`src/common/pic_consts.svh`:
```
`ifndef PIC_CONSTS_SVH
`define PIC_CONSTS_SVH
// ----------------------------------------
// Bus address and register offsets
// ----------------------------------------
`define PIC_WRITE_ADDR      8'h98
`define PIC_OFS_CHARGER     8'h00
`define PIC_OFS_SYS_REG1    8'h01
`define PIC_OFS_REGS2TO5    8'h02
// ----------------------------------------
// Field positions
// ----------------------------------------
`define PIC_TERM_LSB        0
`define PIC_CHG_LSB         2
`define PIC_RECHARGE_THRESHOLD_CODE_LSB        5
`define PIC_WDOG_BIT        7
`define PIC_SYS_BIT         2
// ----------------------------------------
// Reset values, forced code and bits per byte
// ----------------------------------------
`define PIC_RESET_BYTE      8'h00
`define PIC_CHG_FORCED      3'h0
`define PIC_BITS_PER_BYTE   4'h8
`endif

```
`src/common/pic_pkg.sv`:
```
package pic_pkg;
	typedef enum logic [2:0] {
		PIC_IDLE,
		PIC_ADDR,
		PIC_SEL,
		PIC_DATA,
		PIC_IGNORE
	} pic_phase_type;
endpackage : pic_pkg

```
`src/common/pic_line_if.sv`:
```
`timescale 1ns/1ps
// Synchronised bus line levels and detected events
interface pic_line_if;
	logic scl_rise;
	logic scl_fall;
	logic scl_high;
	logic sda_level;
	logic start_seen;
	logic stop_seen;
	modport producer (output scl_rise, scl_fall, scl_high, sda_level, start_seen, stop_seen);
	modport consumer (input scl_rise, scl_fall, scl_high, sda_level, start_seen, stop_seen);
endinterface : pic_line_if

```
`src/design/pic_line_sync.sv`:
```
`timescale 1ns/1ps
module pic_line_sync
	import pic_pkg::*;
(
	input  wire logic   sys_clk,
	input  wire logic   sys_rst,
	input  wire logic   scl_in,
	input  wire logic   sda_in,
	pic_line_if.producer line
);
	typedef struct packed {
		logic [1:0] scl_sync;
		logic [1:0] sda_sync;
		logic       scl_prev;
		logic       sda_prev;
	} pic_sync_type;

	pic_sync_type state_reg;
	pic_sync_type state_next;

	// --------------------------------
	// Two-stage synchronisers and history
	// --------------------------------
	always_comb begin
		state_next          = state_reg;
		state_next.scl_sync = {state_reg.scl_sync[0], scl_in};
		state_next.sda_sync = {state_reg.sda_sync[0], sda_in};
		state_next.scl_prev = state_reg.scl_sync[1];
		state_next.sda_prev = state_reg.sda_sync[1];
	end

	always_ff @(posedge sys_clk) begin
		if (sys_rst) begin
			state_reg <= '{scl_sync: 2'h3, sda_sync: 2'h3, scl_prev: 1'b1, sda_prev: 1'b1};
		end else begin
			state_reg <= state_next;
		end
	end

	// Edge and condition detection on synchronised levels
	assign line.scl_rise   = state_reg.scl_sync[1] & ~state_reg.scl_prev;
	assign line.scl_fall   = ~state_reg.scl_sync[1] & state_reg.scl_prev;
	assign line.scl_high   = state_reg.scl_sync[1];
	assign line.sda_level  = state_reg.sda_sync[1];
	assign line.start_seen = state_reg.scl_sync[1] & state_reg.scl_prev
		& state_reg.sda_prev & ~state_reg.sda_sync[1];
	assign line.stop_seen  = state_reg.scl_sync[1] & state_reg.scl_prev
		& ~state_reg.sda_prev & state_reg.sda_sync[1];
endmodule : pic_line_sync

```
`src/design/pic_write_config.sv`:
```
`timescale 1ns/1ps
`include "pic_consts.svh"
module pic_write_config
	import pic_pkg::*;
(
	input  wire logic       sys_clk,
	input  wire logic       sys_rst,
	input  wire logic       scl_in,
	input  wire logic       sda_in,
	output logic            sda_out,
	output logic            sda_oe,
	input  wire logic       power_key_in,
	input  wire logic       power_hold_in,
	input  wire logic       adapter_supply_input,
	input  wire logic       cell_supply,
	output logic [2:0]      charge_current_code,
	output logic [1:0]      termination_code,
	output logic [1:0]      recharge_threshold_code,
	output logic            watchdog_stop,
	output logic            extra_system_control_bit,
	output logic [1:0]      first_regulator_voltage_code,
	output logic [1:0]      second_regulator_voltage_code,
	output logic [1:0]      third_regulator_voltage_code,
	output logic [1:0]      fourth_regulator_voltage_code,
	output logic [1:0]      fifth_regulator_voltage_code
);
	typedef struct packed {
		pic_phase_type phase;
		logic [7:0]    shift;
		logic [3:0]    bit_cnt;
		logic          in_ack;
		logic          ack_drive;
		logic [7:0]    sel;
		logic [7:0]    charger_config;
		logic [7:0]    system_and_first_regulator_config;
		logic [7:0]    regulators_two_to_five_voltage;
		logic          forced;
		logic          key_started;
		logic          powered;
		logic [2:0]    pwr_sync_key;
		logic [2:0]    pwr_sync_hold;
		logic [2:0]    pwr_sync_adp;
		logic [2:0]    pwr_sync_cell;
		logic [2:0]    chg_out;
	} pic_top_type;

	pic_top_type state_reg;
	pic_top_type state_next;

	pic_line_if line ();

	// --------------------------------
	// Bus line synchronisation
	// --------------------------------
	pic_line_sync u_sync (
		.sys_clk (sys_clk),
		.sys_rst (sys_rst),
		.scl_in  (scl_in),
		.sda_in  (sda_in),
		.line    (line.producer)
	);

	logic [7:0] byte_in;
	logic       key_lvl;
	logic       hold_lvl;
	logic       adp_lvl;
	logic       cell_lvl;
	logic       adp_prev;
	logic       adp_fall;
	logic       adp_rise;

	// Stage index 1 is the second synchroniser flop; index 2 is history
	assign byte_in  = {state_reg.shift[6:0], line.sda_level};
	assign key_lvl  = state_reg.pwr_sync_key[1];
	assign hold_lvl = state_reg.pwr_sync_hold[1];
	assign adp_lvl  = state_reg.pwr_sync_adp[1];
	assign cell_lvl = state_reg.pwr_sync_cell[1];
	assign adp_prev = state_reg.pwr_sync_adp[2];
	assign adp_fall = adp_prev & ~adp_lvl;
	assign adp_rise = ~adp_prev & adp_lvl;

	// --------------------------------
	// Next-state logic
	// --------------------------------
	always_comb begin
		state_next = state_reg;
		state_next.pwr_sync_key  = {state_reg.pwr_sync_key[1:0], power_key_in};
		state_next.pwr_sync_hold = {state_reg.pwr_sync_hold[1:0], power_hold_in};
		state_next.pwr_sync_adp  = {state_reg.pwr_sync_adp[1:0], adapter_supply_input};
		state_next.pwr_sync_cell = {state_reg.pwr_sync_cell[1:0], cell_supply};

		// Power-on source tracking
		if (!state_reg.powered) begin
			if (key_lvl && (adp_lvl || cell_lvl)) begin
				state_next.powered     = 1'b1;
				state_next.key_started = 1'b1;
			end else if (adp_rise) begin
				state_next.powered     = 1'b1;
				state_next.key_started = 1'b0;
			end
		end else if (!state_reg.key_started) begin
			if (key_lvl) begin
				state_next.key_started = 1'b1;
			end
		end

		// Serial byte engine
		if (line.scl_rise && !state_reg.in_ack) begin
			state_next.shift   = byte_in;
			state_next.bit_cnt = state_reg.bit_cnt + 4'h1;
		end
		if (line.scl_fall) begin
			if (state_reg.in_ack) begin
				// End of ninth bit: release data line
				state_next.in_ack    = 1'b0;
				state_next.ack_drive = 1'b0;
				state_next.bit_cnt   = 4'h0;
			end else if (state_reg.bit_cnt == `PIC_BITS_PER_BYTE) begin
				state_next.in_ack = 1'b1;
				case (state_reg.phase)
					PIC_ADDR: begin
						if (state_reg.shift == `PIC_WRITE_ADDR) begin
							state_next.ack_drive = 1'b1;
							state_next.phase     = PIC_SEL;
						end else begin
							state_next.phase = PIC_IGNORE;
						end
					end
					PIC_SEL: begin
						state_next.ack_drive = 1'b1;
						state_next.sel       = state_reg.shift;
						state_next.phase     = PIC_DATA;
					end
					PIC_DATA: begin
						state_next.ack_drive = 1'b1;
						state_next.phase     = PIC_SEL;
						if (state_reg.sel == `PIC_OFS_CHARGER) begin
							state_next.charger_config = state_reg.shift;
						end else if (state_reg.sel == `PIC_OFS_SYS_REG1) begin
							state_next.system_and_first_regulator_config = state_reg.shift;
						end else if (state_reg.sel == `PIC_OFS_REGS2TO5) begin
							state_next.regulators_two_to_five_voltage = state_reg.shift;
						end
						// Other selects leave every register untouched
						if (state_reg.sel <= `PIC_OFS_REGS2TO5) begin
							state_next.forced = 1'b0;
						end
					end
					default: begin
						state_next.in_ack = 1'b0;
						state_next.phase  = PIC_IGNORE;
					end
				endcase
			end
		end

		// Start and stop conditions override the byte engine
		if (line.start_seen) begin
			state_next.phase     = PIC_ADDR;
			state_next.bit_cnt   = 4'h0;
			state_next.in_ack    = 1'b0;
			state_next.ack_drive = 1'b0;
		end else if (line.stop_seen) begin
			state_next.phase     = PIC_IDLE;
			state_next.bit_cnt   = 4'h0;
			state_next.in_ack    = 1'b0;
			state_next.ack_drive = 1'b0;
		end

		// Adapter reconnect on a key-started part forces the charge code
		if (state_reg.powered && state_reg.key_started && adp_rise) begin
			state_next.forced = 1'b1;
		end

		// Shutdown clears every written register
		if (state_reg.powered && ((state_reg.key_started && !hold_lvl && !key_lvl)
			|| (!adp_lvl && !cell_lvl)
			|| (!state_reg.key_started && adp_fall))) begin
			state_next.powered     = 1'b0;
			state_next.key_started = 1'b0;
			state_next.forced      = 1'b0;
			state_next.charger_config                    = `PIC_RESET_BYTE;
			state_next.system_and_first_regulator_config = `PIC_RESET_BYTE;
			state_next.regulators_two_to_five_voltage    = `PIC_RESET_BYTE;
		end

		state_next.chg_out = state_next.forced ? `PIC_CHG_FORCED
			: state_next.charger_config[`PIC_CHG_LSB +: 3];
	end

	always_ff @(posedge sys_clk) begin
		if (sys_rst) begin
			state_reg <= '0;
		end else begin
			state_reg <= state_next;
		end
	end

	// --------------------------------
	// Outputs straight from flip-flops, except the data pin output tied low
	// --------------------------------
	assign sda_out = 1'b0;
	assign sda_oe  = state_reg.ack_drive;
	assign charge_current_code           = state_reg.chg_out;
	assign termination_code              = state_reg.charger_config[`PIC_TERM_LSB +: 2];
	assign recharge_threshold_code       = state_reg.charger_config[`PIC_RECHARGE_THRESHOLD_CODE_LSB +: 2];
	assign watchdog_stop                 = state_reg.charger_config[`PIC_WDOG_BIT];
	assign extra_system_control_bit      = state_reg.system_and_first_regulator_config[`PIC_SYS_BIT];
	assign first_regulator_voltage_code  = state_reg.system_and_first_regulator_config[1:0];
	assign second_regulator_voltage_code = state_reg.regulators_two_to_five_voltage[1:0];
	assign third_regulator_voltage_code  = state_reg.regulators_two_to_five_voltage[3:2];
	assign fourth_regulator_voltage_code = state_reg.regulators_two_to_five_voltage[5:4];
	assign fifth_regulator_voltage_code  = state_reg.regulators_two_to_five_voltage[7:6];
endmodule : pic_write_config

```
`config.mk`:
```
export PLATFORM = sky130hd
export DESIGN_NAME = pic_write_config
export DESIGN_NICKNAME = d
export VERILOG_FILES = /design/src/common/pic_pkg.sv /design/src/common/pic_line_if.sv /design/src/design/pic_line_sync.sv /design/src/design/pic_write_config.sv
export VERILOG_INCLUDE_DIRS = /design/src /design/src/common
export SDC_FILE = /design/constraint.sdc
export NUM_CORES = 1
export LEC_CHECK = 0
export BUFFER_PORTS_ARGS = -buffer_cell sky130_fd_sc_hd__buf_2
export CORE_MARGIN = 2
export CORE_UTILIZATION = 51
export DETAILED_ROUTE_END_ITERATION = 10
export PLACE_DENSITY = 0.8
export SYNTH_ARGS = -nofsm -noshare
export SYNTH_HDL_FRONTEND = slang
export SYNTH_SLANG_ARGS = --single-unit
```
`constraint.sdc`:
```
create_clock -name sys_clk -period 2.15 [get_ports sys_clk]
set_clock_uncertainty 0.1 [all_clocks]
set_input_delay 0.43 -clock sys_clk [delete_from_list [all_inputs] [get_ports sys_clk]]
set_output_delay 0.43 -clock sys_clk [all_outputs]
set_load 0.01 [all_outputs]
```
* Word-level counts from Yosys, hierarchy flattened
Index checks and enable logic that the tools add are counted.
Cells by class: add/subtract/negate cells 1, $lt $le $gt $ge 1, equality and inequality tests 9, multiplexer cells 32, bitwise gates (word level) 18, reduce and logical (&&, ||, !) cells 36
Operator list (number):
- $mux W8 | 5
- $mux W39 | 1
- $mux W35 | 1
- $mux W33 | 1
- $mux W25 | 1
- $mux W24 | 1
- $mux W16 | 1
- $mux W1 | 13
- $reduce_bool A3 Y1 | 4
- $and A1 B1 Y1 | 9
- $logic_and A1 B1 Y1 | 9
- $not A1 Y1 | 9
- $pmux W3 S3 | 1
- $eq A8 B1 Y1 const B | 1
- $eq A8 B2 Y1 const B | 1
- $eq A8 B8 Y1 const B | 1
- $le A8 B2 Y1 const B | 1
- $logic_not A8 Y1 | 1
- $mux W4 | 2
- $reduce_and A4 Y1 | 2
- $reduce_and A7 Y1 | 1
- $eq A3 B2 Y1 const B | 2
- $logic_not A1 Y1 | 6
- $mux W2 | 3
- 14 further kinds | 20
Storage, ports and cells: register bits 70, bits of input ports 8, logic and storage cells 120

* Longest topological paths before layout
depth in word-level cells 11, gate-level depth with buffers 8, gate-level depth less buffers 7

* Cells and area by module
From an unflattened synthesis, not the netlist that was laid out.
Unflattened totals: cell total of the unflattened synthesis 294, area, all modules 2665.1 µm²
By module, submodules not included:
- pic_write_config | times used 1, cells an instance 278, area each 2474.9 µm², sequential area each 1181.1 µm²
- pic_line_sync | times used 1, cells an instance 16, area each 190.2 µm², sequential area each 120.1 µm²

* Worst setup path after synthesis
Ideal clock, no wire load.
path type register to register, start register state_reg[52] in the netlist's numbering, end register state_reg (netlist bit charge_current_code[0]), setup time 126 ps, data arrival time 1792 ps, required time 1924 ps, slack 132 ps, cell stages (with the launch flop) 8, cells stage by stage dfxtp_1 inv_1 ha_1 and4b_1 nand4_4 nor4_4 mux2i_1 nor3_1
Between the ends: longest elaborated chain between the ends 7
RTL lines:
- from (decl) | line pic_write_config.sv:47 | pic_top_type state_reg;
- from (signal assigned) | line pic_write_config.sv:195 | state_reg <= state_next;
- $eq A4 B4 Y1 (no line) (*)
- $mux W35 (*) | line pic_write_config.sv:118 | end else if (state_reg.bit_cnt == `PIC_BITS_PER_BYTE) begin
- $mux W33 (*) | line pic_write_config.sv:113 | if (state_reg.in_ack) begin
- $mux W39 (*) | line pic_write_config.sv:112 | if (line.scl_fall) begin
- $mux W1 | line pic_write_config.sv:171 | if (state_reg.powered && state_reg.key_started && adp_rise) begin
- $mux W24 (*) | line pic_write_config.sv:176 | if (state_reg.powered && ((state_reg.key_started && !hold_lvl && !key_lvl)
- $reduce_or A2 Y1 (no line)
Mark *: on every way between the ends. The rest lies on a longest branch, timed or not. The select of a mux whose other input is x is not followed. A chain may end at the register's enable or synchronous reset.

* Worst setup path in the final report
start register state_reg[53] in the netlist's numbering, end register state_reg (netlist bit charge_current_code[2])
The elaborated chain is that of the path after synthesis.

==> results.json <==
{
  "worst_pin_slew_ns": 0.929,
  "yosysWarnings": 0,
  "nets": 284,
  "synth-seq-cells": 65,
  "cts-root-buf": "clkbuf_8",
  "dr.pass1.iters": 4,
  "grt_pass1_wl_mm": 7.76,
  "outcome": "finished, final reports clean",
  "grt_pass1_vias": 1696,
  "synth_cell_types": 35,
  "postCtsHoldBufs": 0,
  "cts_tree": "yes",
  "rsz0062_at_grt": "false",
  "pin_count": 29,
  "initial_core_util_pct": 53.4,
  "viasPerCell": 5.02,
  "die_x_um": 74.8,
  "nFillCells": 389,
  "clock_latency_ns": 0.34,
  "cp-end-kind": "register",
  "fmax_mhz": 485,
  "synth_cells": 256,
  "wl_per_cell_um": 13.4,
  "antenna_found_initial": 0,
  "gp_congestion": 0.805,
  "port_buffers": 27,
  "path_clk_slew_ns": 0.07,
  "drive_above_1_share_pct": 22.2,
  "worstPathRequired_ns": 2.24,
  "antenna_cells": 0,
  "synthArstFlopShare_pct": 0,
  "synth_edf_count": 0,
  "clk_path_buf_depth": 2,
  "min_path_type": "in2reg",
  "critPathLaunchType": "register",
  "rows": 25,
  "maxCapViolCount": 0,
  "track_usage_pct": 19.0,
  "peakVddDrop_v": 0.000788,
  "worstPathArrival_ns": 2.15,
  "post_cts_resized": 0,
  "largest_register_ffs": 23,
  "post-route-drc-count": 0,
  "fin_crit_sh_pct": 95.9,
  "syn_avg_cell_area_sq_um": 9.98,
  "setup_viol": 0,
  "power_switching_mw": 0.527,
  "pwr-share-comb_pct": 2.7,
  "finalCriticalPeriod_ns": 2.06,
  "place_hpwl_mm": 3.06,
  "core_sq_um": 4790,
  "numCtsBuffers": 9,
  "path_class": "reg2reg",
  "synth-main-ff-cell": "dfxtp_1",
  "dieHeight_um": 74.8,
  "cts_sinks": 65,
  "first_iter_violations": 104,
  "synthToLayoutAreaGrowth_pct": 12.6,
  "swShare_pct": 21.8,
  "slew_headroom_pct": 38.0,
  "syn_nets": 266,
  "dieArea_sq_um": 5590,
  "pwr-share-seq_pct": 50.8,
  "postCtsSetupBuffers": 0,
  "path_max_fanout": 8,
  "finalSetupTns_ns": 0,
  "syn-cell-area_sq_um": 2550,
  "finalHoldViolCount": 0,
  "power.leakage_nw": 1.15,
  "slew_violations": 0,
  "yosysSeqAreaShare_pct": 50.9,
  "power_density_nw_per_um2": 843,
  "clkPwrFrac_pct": 46.5,
  "cts_htree_levels": 3,
  "grt_start_max_net_pins": 36,
  "routed_wl_mm": 4.62,
  "route.vias.total": 1736,
  "grt_overflow": 0,
  "utilization_pct": 60.1,
  "place_inst": 330,
  "internal-power_mw": 1.90,
  "ant_nets": 0,
  "fin_cells": 346
}
[through the flow]
step	hold slack (ns)	power, mW	setup WS [ns]	cell area, sq um
final	0.167	2.42	0.0887	2880
after detailed placement	0.294	1.32	0.116	2660
after floorplan	0.289	1.31	0.132	2550
after CTS	0.154	2.44	0.0921	2880
after global placement	0.292	1.32	0.187	2660
after global routing	0.163	2.50	0.00468	2880
[metal layers]
layer / global-route usage (%) / wire length (um) / vias up
met4: 10.5 / 76 / 0
met2: 30.1 / 2230 / 29
met5: 0 / 0 / -
met3: 4.82 / 191 / 11
li1: - / - / 877
met1: 23.8 / 2120 / 819
[cell usage in the layout, fill, tap and decap left out, drive strengths merged, types with 2 or more instances in the layout]
cell | Yosys | routed
nor2b | 10 | 10
clkinv | 0 | 4
nand2 | 7 | 7
dfxtp | 65 | 65
xnor2 | 2 | 2
nor2 | 50 | 50
nor4 | 4 | 4
a21oi | 6 | 6
inv | 8 | 8
mux2i | 35 | 35
ha | 2 | 2
nor3 | 8 | 8
nand3 | 2 | 2
o21ai | 6 | 6
buf | 19 | 33
nand4 | 3 | 3
bufinv | 0 | 2
clkbuf | 7 | 9
xor2 | 2 | 2
or2 | 6 | 6
[power groups by stage]
stage	Sequential (mW)	Clock [mW]	Combinational, mW
2_1_floorplan	1.25	0	0.0512
3_3_place_gp	1.26	0	0.0632
3_5_place_dp	1.26	0	0.0652
4_1_cts	1.23	1.14	0.0658
5_1_grt	1.23	1.19	0.0722
6_report	1.23	1.13	0.0654
[worst paths after layout]
check	slack, ns	to	cells after the start	startpoint
max	0.09	charge_current_code[2]$_SDFF_PP0_	8	state_reg[53]$_SDFF_PP0_
min	0.17	u_sync.state_next[3]$_SDFF_PP1_	2	sda_in
max reg2reg	0.09	charge_current_code[2]$_SDFF_PP0_	8	state_reg[53]$_SDFF_PP0_
min reg2reg	0.31	u_sync.line.scl_high$_SDFF_PP1_	1	u_sync.state_next[5]$_SDFF_PP1_
[cell type report]
type / count / area, sq um / area share, %
Sequential cell: 65 / 1300 / 45.2
Multi-Input combinational cell: 157 / 1060 / 36.9
Timing Repair Buffer: 33 / 180 / 6.26
Clock buffer: 9 / 124 / 4.31
Clock inverter: 7 / 95.1 / 3.31
Tap cell: 67 / 83.8 / 2.91
Inverter: 8 / 30.0 / 1.04
[cell families (layout without fill, tap and decap cells)]
kind of cell	count (synthesis)	in the layout	synth area share [%]
simple gates	95	95	20.2
flops	65	65	50.9
mux	35	35	13.7
buf+inv	34	57	7.69
compound gates	20	20	5.00
xor+xnor	4	4	1.37
fa+ha+maj	2	2	0.979
other cells	1	1	0.147
[critical path, stage by stage, from the launching register on]
cell and delay [ns]:
dfxtp_1 0.33, inv_1 0.08, ha_1 0.16, and4b_1 0.27, nand4_4 0.16, nor4_4 0.23
buf_4 0.23, mux2i_1 0.28, nor3_1 0.07
[synthesized netlist by cell type (2+ instances only)]
| cell type | number | share of area [%] |
|---|---|---|
| o21ai_0 | 6 | 1.2 |
| mux2i_1 | 35 | 14 |
| xnor2_1 | 2 | 0.69 |
| inv_1 | 8 | 1.2 |
| nand3_1 | 2 | 0.39 |
| nand4_1 | 2 | 0.49 |
| nor2b_1 | 10 | 2.4 |
| ha_1 | 2 | 0.98 |
| nor3_1 | 8 | 1.6 |
| xor2_1 | 2 | 0.69 |
| buf_4 | 18 | 5.3 |
| or2_2 | 6 | 1.5 |
| nand2_1 | 7 | 1.0 |
| clkbuf_1 | 7 | 1.0 |
| a21oi_1 | 6 | 1.2 |
| nor2_1 | 50 | 7.3 |
| nor4_4 | 3 | 2.5 |
| dfxtp_1 | 65 | 51 |
(Power assumes the default switching activity.)
